<file path="config.mk">
export PLATFORM = sky130hd
export DESIGN_NAME = sem_supply_ctrl
export DESIGN_NICKNAME = d
export VERILOG_FILES = /design/src/hdl/sem_pkg.sv /design/src/hdl/sem_supply_ctrl.sv
export SDC_FILE = /design/constraint.sdc
export NUM_CORES = 1
export LEC_CHECK = 0
export ABC_AREA = 0
export BUFFER_PORTS_ARGS = -buffer_cell sky130_fd_sc_hd__buf_2
export CORE_ASPECT_RATIO = 1.25
export CORE_MARGIN = 5
export CORE_UTILIZATION = 45
export DETAILED_ROUTE_END_ITERATION = 12
export RECOVER_POWER = 25
export SYNTH_ARGS = -nofsm -noshare
export SYNTH_HDL_FRONTEND = slang
export SYNTH_SLANG_ARGS = --single-unit
</file>
<file path="constraint.sdc">
create_clock -name pclk -period 3.05 [get_ports pclk]
set_input_delay 0.1525 -clock pclk [delete_from_list [all_inputs] [get_ports pclk]]
set_output_delay 0.1525 -clock pclk [all_outputs]
set_load 0.02 [all_outputs]
</file>
<file path="src/hdl/sem_pkg.sv">
package sem_pkg;

  localparam int NUM_MOD = 11;
  localparam int IDX_BUCKBOOST = 0;
  localparam int IDX_BUCK_A = 1;
  localparam int IDX_BUCK_B = 2;
  localparam int NUM_CONV = 3;
  localparam int IDX_HCLDO = 9;
  localparam int IDX_RETENTION = 10;
  localparam int NUM_PINS = 3;

  // Enable register field layout
  localparam int ENA_W = 6;
  localparam int FORCE_BIT = 0;
  localparam int GPIO_LSB = 1;
  localparam int PHASE_LSB = 4;
  localparam int PHASE_W = 2;
  localparam int DEB_W = 2;

  localparam logic [NUM_MOD-1:0] MONITORED = 11'h3ff;
  localparam logic [NUM_MOD-1:0] LDO_MASK = 11'h7f8;

  // Register byte offsets
  localparam int ADDR_W = 12;
  localparam logic [ADDR_W-1:0] OFS_ENA_BASE = 12'h000;
  localparam logic [ADDR_W-1:0] OFS_STBY = 12'h040;
  localparam logic [ADDR_W-1:0] OFS_DEB = 12'h044;
  localparam logic [ADDR_W-1:0] OFS_EN_STAT = 12'h048;
  localparam logic [ADDR_W-1:0] OFS_PWROK_STAT = 12'h04c;
  localparam logic [ADDR_W-1:0] OFS_FAIL_STAT = 12'h050;
  localparam int WORD_SHIFT = 2;

  localparam logic [DEB_W-1:0] DEB_RST = 2'h3;
  localparam logic [NUM_MOD-1:0][ENA_W-1:0] ENA_RST_DEFAULT = '0;
  localparam logic [NUM_MOD-1:0] STBY_RST_DEFAULT = 11'h000;

  // Timing
  localparam int CLK_PERIOD_NS = 100;
  localparam int NS_PER_MS = 1000000;
  localparam int DEB1_MS = 1;
  localparam int DEB2_MS = 10;
  localparam int DEB3_MS = 100;
  localparam int MASK_MS = 100;
  localparam int DEB1_CYC = (DEB1_MS * NS_PER_MS + CLK_PERIOD_NS - 1) / CLK_PERIOD_NS;
  localparam int DEB2_CYC = (DEB2_MS * NS_PER_MS + CLK_PERIOD_NS - 1) / CLK_PERIOD_NS;
  localparam int DEB3_CYC = (DEB3_MS * NS_PER_MS + CLK_PERIOD_NS - 1) / CLK_PERIOD_NS;
  localparam int MASK_CYC = (MASK_MS * NS_PER_MS + CLK_PERIOD_NS - 1) / CLK_PERIOD_NS;
  localparam int CNT_W = 20;

  typedef enum logic [1:0] {
    SEQUENCE_PHASE_ONE,
    SEQUENCE_PHASE_TWO,
    SEQUENCE_PHASE_THREE,
    SEQUENCE_PHASE_FOUR
  } sem_phase_type;

  typedef enum logic [1:0] {
    DEB_NONE,
    DEB_1MS,
    DEB_10MS,
    DEB_100MS
  } sem_deb_type;

  typedef enum logic [1:0] {
    PST_NOPOWER,
    PST_STANDBY,
    PST_ACTIVE,
    PST_OTHER
  } sem_pstate_type;

  // Power state and sequencing progress from the state controller
  typedef struct packed {
    sem_pstate_type state;
    logic busy;
    logic up;
    sem_phase_type phase;
  } sem_seq_ctrl_type;

endpackage

</file>
<file path="src/hdl/sem_supply_ctrl.sv">
`timescale 1ns/1ps
module sem_supply_ctrl #(
  parameter int unsigned DEB1_CYC = sem_pkg::DEB1_CYC,
  parameter int unsigned DEB2_CYC = sem_pkg::DEB2_CYC,
  parameter int unsigned DEB3_CYC = sem_pkg::DEB3_CYC,
  parameter int unsigned MASK_CYC = sem_pkg::MASK_CYC,
  parameter logic [sem_pkg::NUM_MOD-1:0][sem_pkg::ENA_W-1:0] ENA_RST = sem_pkg::ENA_RST_DEFAULT,
  parameter logic [sem_pkg::NUM_MOD-1:0] STBY_RST = sem_pkg::STBY_RST_DEFAULT
) (
  input wire logic pclk,
  input wire logic presetn,
  input wire logic psel,
  input wire logic penable,
  input wire logic pwrite,
  input wire logic [sem_pkg::ADDR_W-1:0] paddr,
  input wire logic [31:0] pwdata,
  output logic [31:0] prdata,
  output logic pready,
  output logic pslverr,
  input wire sem_pkg::sem_seq_ctrl_type seq_ctrl,
  input wire logic [sem_pkg::NUM_PINS-1:0] supply_enable_pin,
  input wire logic [sem_pkg::NUM_MOD-1:0] pwrok,
  output logic [sem_pkg::NUM_MOD-1:0] supply_enable,
  output logic [sem_pkg::NUM_MOD-1:0] pwr_fail,
  output logic [sem_pkg::NUM_MOD-1:0] pwr_fail_event
);

  localparam int N = sem_pkg::NUM_MOD;
  localparam int CW = sem_pkg::CNT_W;
  localparam int AW = sem_pkg::ADDR_W;

  typedef struct packed {
    logic [N-1:0][sem_pkg::ENA_W-1:0] ena;
    logic [N-1:0] stby;
    logic [N-1:0][sem_pkg::DEB_W-1:0] deb;
    logic [N-1:0] en;
    logic [N-1:0][CW-1:0] mask_cnt;
    logic [N-1:0][CW-1:0] deb_cnt;
    logic [N-1:0] filt;
    logic [N-1:0] evt;
    logic [31:0] prdata;
    logic pready;
    logic pslverr;
  } sem_state_type;

  // Control bits come up at the variant constants
  localparam sem_state_type Q_RST = '{
    ena: ENA_RST,
    stby: STBY_RST,
    deb: {N{sem_pkg::DEB_RST}},
    default: '0
  };

  sem_state_type q_q;
  sem_state_type q_d;
  logic [N-1:0] want;

  // Per-module enable request from the current control bits
  for (genvar i = 0; i < N; i++) begin : g_req
    logic [sem_pkg::PHASE_W-1:0] ph;
    logic act_req;
    logic in_phase;
    logic active_on;
    assign ph = q_q.ena[i][sem_pkg::PHASE_LSB +: sem_pkg::PHASE_W];
    assign act_req = q_q.ena[i][sem_pkg::FORCE_BIT] |
      (|(q_q.ena[i][sem_pkg::GPIO_LSB +: sem_pkg::NUM_PINS] & supply_enable_pin));
    // Code 00 is phase one for every module, buckboost included
    assign in_phase = !seq_ctrl.busy ||
      (seq_ctrl.up ? (ph <= seq_ctrl.phase) : (ph < seq_ctrl.phase));
    assign active_on = (seq_ctrl.state == sem_pkg::PST_ACTIVE) && act_req && in_phase;
    if (i < sem_pkg::NUM_CONV) begin : g_conv
      assign want[i] = active_on;
    end else begin : g_ldo
      assign want[i] = active_on || ((seq_ctrl.state == sem_pkg::PST_STANDBY) && q_q.stby[i]);
    end
  end

  function automatic logic [CW-1:0] deb_limit(input logic [sem_pkg::DEB_W-1:0] sel);
    unique case (sem_pkg::sem_deb_type'(sel))
      sem_pkg::DEB_NONE: return '0;
      sem_pkg::DEB_1MS: return CW'(DEB1_CYC);
      sem_pkg::DEB_10MS: return CW'(DEB2_CYC);
      sem_pkg::DEB_100MS: return CW'(DEB3_CYC);
    endcase
  endfunction

  logic ena_hit;
  logic [AW-1:0] ena_idx;
  logic [AW-1:0] word_ofs;
  assign word_ofs = paddr - sem_pkg::OFS_ENA_BASE;
  assign ena_idx = word_ofs >> sem_pkg::WORD_SHIFT;
  assign ena_hit = (paddr >= sem_pkg::OFS_ENA_BASE) && (ena_idx < AW'(N)) && (paddr[1:0] == 2'h0);

  always_comb begin
    logic [N-1:0] en_next;
    logic raw;
    logic [CW-1:0] lim;
    en_next = want;
    raw = 1'b0;
    lim = '0;
    q_d = q_q;
    q_d.pready = 1'b0;
    q_d.pslverr = 1'b0;
    q_d.evt = '0;

    // Setup phase: decode and latch the answer for the access phase
    if (psel && !penable) begin
      q_d.pready = 1'b1;
      q_d.prdata = '0;
      if (ena_hit) begin
        q_d.prdata = 32'(q_q.ena[ena_idx[3:0]]);
      end else if (paddr == sem_pkg::OFS_STBY) begin
        q_d.prdata = 32'(q_q.stby);
      end else if (paddr == sem_pkg::OFS_DEB) begin
        q_d.prdata = 32'(q_q.deb);
      end else if (paddr == sem_pkg::OFS_EN_STAT) begin
        q_d.prdata = 32'(q_q.en);
      end else if (paddr == sem_pkg::OFS_PWROK_STAT) begin
        q_d.prdata = 32'(pwrok & sem_pkg::MONITORED);
      end else if (paddr == sem_pkg::OFS_FAIL_STAT) begin
        q_d.prdata = 32'(q_q.filt);
      end else begin
        q_d.pslverr = 1'b1;
      end
    end

    // Writes land on the access edge only
    if (psel && penable && q_q.pready && pwrite && !q_q.pslverr) begin
      if (ena_hit) begin
        q_d.ena[ena_idx[3:0]] = pwdata[sem_pkg::ENA_W-1:0];
      end else if (paddr == sem_pkg::OFS_STBY) begin
        q_d.stby = pwdata[N-1:0] & sem_pkg::LDO_MASK;
      end else if (paddr == sem_pkg::OFS_DEB) begin
        q_d.deb = pwdata[N*sem_pkg::DEB_W-1:0];
      end
    end

    // Retention LDO yields to buck B, which feeds the same rail
    if (want[sem_pkg::IDX_BUCK_B]) begin
      en_next[sem_pkg::IDX_RETENTION] = 1'b0;
    end

    for (int i = 0; i < N; i++) begin
      q_d.en[i] = en_next[i];
      if (en_next[i] && !q_q.en[i]) begin
        q_d.mask_cnt[i] = CW'(MASK_CYC);
      end else if (q_q.mask_cnt[i] != '0) begin
        q_d.mask_cnt[i] = q_q.mask_cnt[i] - CW'(1);
      end
      raw = q_q.en[i] && !pwrok[i] && (q_q.mask_cnt[i] == '0) && sem_pkg::MONITORED[i];
      lim = deb_limit(q_q.deb[i]);
      if (!q_q.en[i]) begin
        q_d.filt[i] = 1'b0;
        q_d.deb_cnt[i] = '0;
      end else if (raw == q_q.filt[i]) begin
        q_d.deb_cnt[i] = '0;
      end else if (q_q.deb_cnt[i] >= lim) begin
        q_d.filt[i] = raw;
        q_d.deb_cnt[i] = '0;
        q_d.evt[i] = raw;
      end else begin
        q_d.deb_cnt[i] = q_q.deb_cnt[i] + CW'(1);
      end
    end
    // A failure never feeds back into en_next; switching off is the host's call
  end

  always_ff @(posedge pclk or negedge presetn) begin
    if (!presetn) begin
      q_q <= Q_RST;
    end else begin
      q_q <= q_d;
    end
  end

  assign prdata = q_q.prdata;
  assign pready = q_q.pready;
  assign pslverr = q_q.pslverr;
  assign supply_enable = q_q.en;
  assign pwr_fail = q_q.filt;
  assign pwr_fail_event = q_q.evt;

endmodule

</file>
Word-level counts from Yosys, hierarchy flattened
Cells that the tools add are included.
Storage, ports and cells
  output and inout port bits: 67
  register bits after elaboration: 582
  input port bits: 69
  logic and storage cells: 545
Operators by class
  $lt $le $gt $ge: 37
  multiplexer cells: 157
  bitwise operators: 24
  equal/unequal tests: 70
  add/subtract/negate cells: 21
  reductions and logical operators: 176
Operator list (number)
  20-bit 2-to-1 mux: 53
  20-bit one-hot mux with 4 select lines: 11
  20-bit by 1-bit adder with 20-bit output, second input constant: 11
  20-bit greater-or-equal comparator: 11
  20-bit logical NOT: 10
  20-bit nonzero test: 10
  20-bit by 1-bit subtractor with 20-bit output, second input constant: 10
  1-bit 2-to-1 mux: 81
  1-bit logical AND: 68
  66-bit bitwise mux: 1
  32-bit 2-to-1 mux: 2
  12-bit by 7-bit == test with 1-bit output, second input constant: 5
  2-bit == test, second input constant: 23
  3-bit AND: 11
  11-bit 2-to-1 mux: 3
  3-bit OR reduction: 11
  6-bit binary-select mux with 4-bit select: 1
  6-bit demux with 4-bit select: 1
  2-bit by 1-bit == test with 1-bit output, second input constant: 12
  2-bit logical NOT: 12
  1-bit logical NOT: 23
  2-bit less-or-equal comparator: 11
  2-bit less-than comparator: 11
  22-bit 2-to-1 mux: 1
  16 further kinds: 92

Depth between registers and ports, before layout
  depth in word-level cells: 8
  gate-level depth with buffers: 10
  mapped depth without buffers: 9

Worst setup path after synthesis
OpenSTA, ideal clock, no wires.
  path kind: flip-flop to flip-flop
  start point: register q_q[512] (netlist bit)
  end point: register q_q[106] (netlist bit)
  required time: 2.978 ns
  period minus slack after synthesis: 2.520 ns
  arrival time: 2.448 ns
  stages on the path, launching flop included: 11
  buffers on the path: 1
  setup slack: 0.530 ns
  library setup time: 0.072 ns
  cell sequence: dfstp_2 inv_1 ha_1 inv_1 ha_1 a211o_1 a221o_1 a21oi_1 o2111ai_2 clkbuf_1 nor2_1
RTL lines
  from (decl): RTL line sem_supply_ctrl.sv:54  | sem_state_type q_q;
  from (signal assigned): RTL line sem_supply_ctrl.sv:172  | q_q <= q_d;

==> results.json <==
{
  "dieHeight_um": 316,
  "r2r_end": "q_q[112]$_DFF_PN0_",
  "internal_power_mw": 13.0,
  "switchingPower_mw": 4.17,
  "dpl.hpwl_um": 59000,
  "antenna_found_initial": 12,
  "layout-drive-gt1-share_pct": 13.0,
  "grt_pass1_wl_um": 136000,
  "ir_worst_vdd_v": 0.000464,
  "gr-usage-all-layers_pct": 20.6,
  "ff2ff_setup_slack_ns": 0.32,
  "critPathRequiredTime_ns": 3.59,
  "power_frac_comb_pct": 5.3,
  "clk_latency_ns": 0.63,
  "clock-skew-final_ns": 0.0413,
  "antenna_left": 0,
  "fin_setup_tns_ns": 0,
  "die_area_um2": 80500,
  "crit_chain": "inv_1 -> ha_1 -> inv_1 -> ha_1 -> a211o_1 -> a221o_1 -> a21oi_1 -> o2111ai_2 -> buf_12 -> nor2_1",
  "cp_slowest_stage_delay_ns": 0.59,
  "startpoint_type": "flop",
  "num_io_pins": 136,
  "drt_iter0_markers": 1398,
  "grt_use_met1_pct": 27.0,
  "die_x_um": 255,
  "crit_type": "reg2reg",
  "startpoint": "q_q[512]$_DFFE_PN1P_",
  "grt_max_degree": 105,
  "path_buf_inv": 3,
  "fmax_mhz": 366,
  "htreeDepth": 3,
  "critPathCapture": "q_q[112]$_DFF_PN0_",
  "fin_crit_ns": 2.73,
  "cellPowerDensity_nw_per_um2": 454,
  "synth.avg_cell_area_um2": 9.69,
  "cts_tree": "yes",
  "via_count": 25700,
  "start_util_pct": 45.2,
  "nNetsFinal": 3918,
  "grt_use_met2_pct": 33.5,
  "cts.clk_slew.worst_paths_ns": 0.06,
  "relSlewSlack_pct": 11.1,
  "clockPowerShare_pct": 47.0,
  "firstDrtPassIters": 5,
  "hold_path_class": "in2reg",
  "hold_ws_ns": 0.0397,
  "ys_seq_area_share_pct": 42.5,
  "routed_wl_um": 82100,
  "path_depth": 10,
  "min_period_over_period_pct": 89.5,
  "place.gp.congestion": 0.854,
  "mostFrequentLayoutCells": "dfrtp_1 (550), nor2_1 (388), ha_1 (252)",
  "cp_max_fo": 17,
  "grt_pass1_vias": 25500,
  "grt_busiest_layer": "met2",
  "wl_per_cell_um": 17.7,
  "area_growth_pct": 12.0,
  "viasPerCell": 5.55,
  "crit_arrival_ns": 3.26,
  "yosysWarningCount": 0,
  "use_met3_pct": 4.66,
  "placed_area_um2": 35300,
  "synth_edf_count": 0,
  "synthCells": 3477,
  "ys_types": 83,
  "cts_root_buf": "clkbuf_16",
  "cp_slowest_cell": "dfstp_2",
  "hold_viol": 0,
  "portBuffers": 113,
  "synth_top_area_share_pct": 40.8,
  "n_fill_cell": 6843,
  "r2r_cells": 10,
  "timing.final.ws_setup_ns": 0.321,
  "p_leak_nw": 15.1,
  "grt_overflow": 0,
  "core-area_um2": 74600,
  "synth_top_area_cell": "dfrtp_1",
  "cts_sinks": 572,
  "critical_path.top_delay_family": "compound AO/OA/AOI/OAI gates",
  "cp-end-kind": "flop",
  "setup_viol": 0,
  "p_seq_share_pct": 47.7,
  "cts_made_buffers": 66,
  "syn_area_um2": 33700,
  "clock_path_buffers": 3,
  "grt_setup_unrepaired": "false",
  "ys_top_cells_by_area": "dfrtp_1 (41%), ha_1 (9.4%), nor2_1 (4.3%)",
  "synth_async_sr_flop_share_pct": 100,
  "num_rows": 112,
  "maxSlewViolCount": 0,
  "ys_ff_latch": 572,
  "pre_cts_slack_ns": 0.250,
  "mostFrequentLayoutCell": "dfrtp_1",
  "r2r-start": "q_q[512]$_DFFE_PN1P_",
  "run_status": "finished, final reports clean",
  "worstMarginPinSlew_ns": 1.33,
  "stdcell_area_um2": 37800,
  "yosys_most_used_dff": "dfrtp_1",
  "p_sw_share_pct": 24.4,
  "cts_setup_buffers": 0,
  "drc_errors": 0,
  "drv_cap": 0
}
-- how the worst min path moves through the flow --
| stage | cells past startpoint | endpoint | slack, ns | from |
|---|---|---|---|---|
| 3_3_place_gp | 1 | q_q[299]$_DFFE_PN0P_ | 0.11 | presetn |
| 6_report | 2 | q_q[591]$_DFFE_PN0P_ | 0.04 | pwdata[3] |
| 4_1_cts | 2 | q_q[591]$_DFFE_PN0P_ | 0.002 | pwdata[3] |
| 3_5_place_dp | 1 | q_q[302]$_DFFE_PN0P_ | 0.11 | presetn |
| 5_1_grt | 2 | q_q[510]$_DFFE_PN1P_ | 0.02 | pwdata[3] |
| 2_1_floorplan | 0 | g_req[0].ph[0]$_DFFE_PN0P_ | -0.14 | presetn |
-- flip-flops by register name (all words and copies together) (netlist names) --
| signal | cells |
|---|---|
| prdata | 22 |
| supply_enable | 11 |
| q_q | 494 |
| pwr_fail | 11 |
| pslverr | 1 |
| pready | 1 |
| pwr_fail_event | 10 |
| g_req.ph | 22 |
-- synthesized netlist by cell type, types with 39 or more instances --
| master | count |
|---|---|
| inv_1 | 193 |
| clkbuf_1 | 93 |
| xor2_1 | 157 |
| a211oi_1 | 41 |
| or3_1 | 39 |
| xnor2_1 | 148 |
| dfrtp_1 | 550 |
| o21ai_0 | 106 |
| buf_4 | 67 |
| nand4_1 | 78 |
| ha_1 | 252 |
| nor2_1 | 389 |
| nor4_1 | 83 |
| o211ai_1 | 43 |
| mux2_2 | 93 |
| nor3_1 | 140 |
| nand3_1 | 143 |
| a21oi_1 | 119 |
| nand2_1 | 195 |
-- cell families (layout without fill, tap and decap cells) --
group	count (synthesis)	in the layout	share of synthesized area, %
AO/OA/AOI/OAI	477	477	9.24
XOR/XNOR	305	305	7.92
adder cells (fa/ha/maj)	252	252	9.35
buffers and inverters	373	535	4.98
flip-flops	572	572	42.5
multiplexers	135	135	4.80
other	1	20	0.0111
AND/OR/NAND/NOR	1362	1362	21.1
-- final cells by class --
| cell class | count | area (um^2) | share of cell area, % |
|---|---|---|---|
| Antenna cell | 9 | 22.5 | 0.0597 |
| Clock buffer | 101 | 1980 | 5.26 |
| Clock inverter | 19 | 218 | 0.577 |
| Inverter | 193 | 724 | 1.92 |
| Multi-Input combinational cell | 2542 | 17800 | 47.1 |
| Sequential cell | 572 | 14300 | 38.0 |
| Tap cell | 969 | 1210 | 3.21 |
| Timing Repair Buffer | 222 | 1490 | 3.94 |
-- power groups by stage --
stage | combinational, mW | sequential (mW) | clock [mW]
after floorplan | 0.563 | 8.21 | 0
after global placement | 0.893 | 8.29 | 0
after detailed placement | 0.905 | 8.29 | 0
after CTS | 0.944 | 8.16 | 8.33
after global routing | 1.05 | 8.22 | 8.60
final | 0.916 | 8.17 | 8.06
-- per-stage QoR --
step	power (mW)	instances	utilization, %
2_1_floorplan	8.78	3487	-
3_3_place_gp	9.18	4468	47.3
3_5_place_dp	9.20	4468	47.3
4_1_cts	17.4	4618	50.7
5_1_grt	17.9	4621	50.6
6_report	17.1	4627	50.6
-- timing repair --
action | CTS | global route
endpoints found under the hold margin | 457 | 0
resized for setup | 0 | 1
hold buffers | 30 | 0
endpoints found under the setup margin | 0 | 20
-- metal layers --
metal,share of wire (%),wire length (um)
met5,0.049,40
met4,3.5,2870
met3,5.9,4830
met2,47,38400
met1,44,36000
No activity file was read; power rests on OpenSTA's default activity.
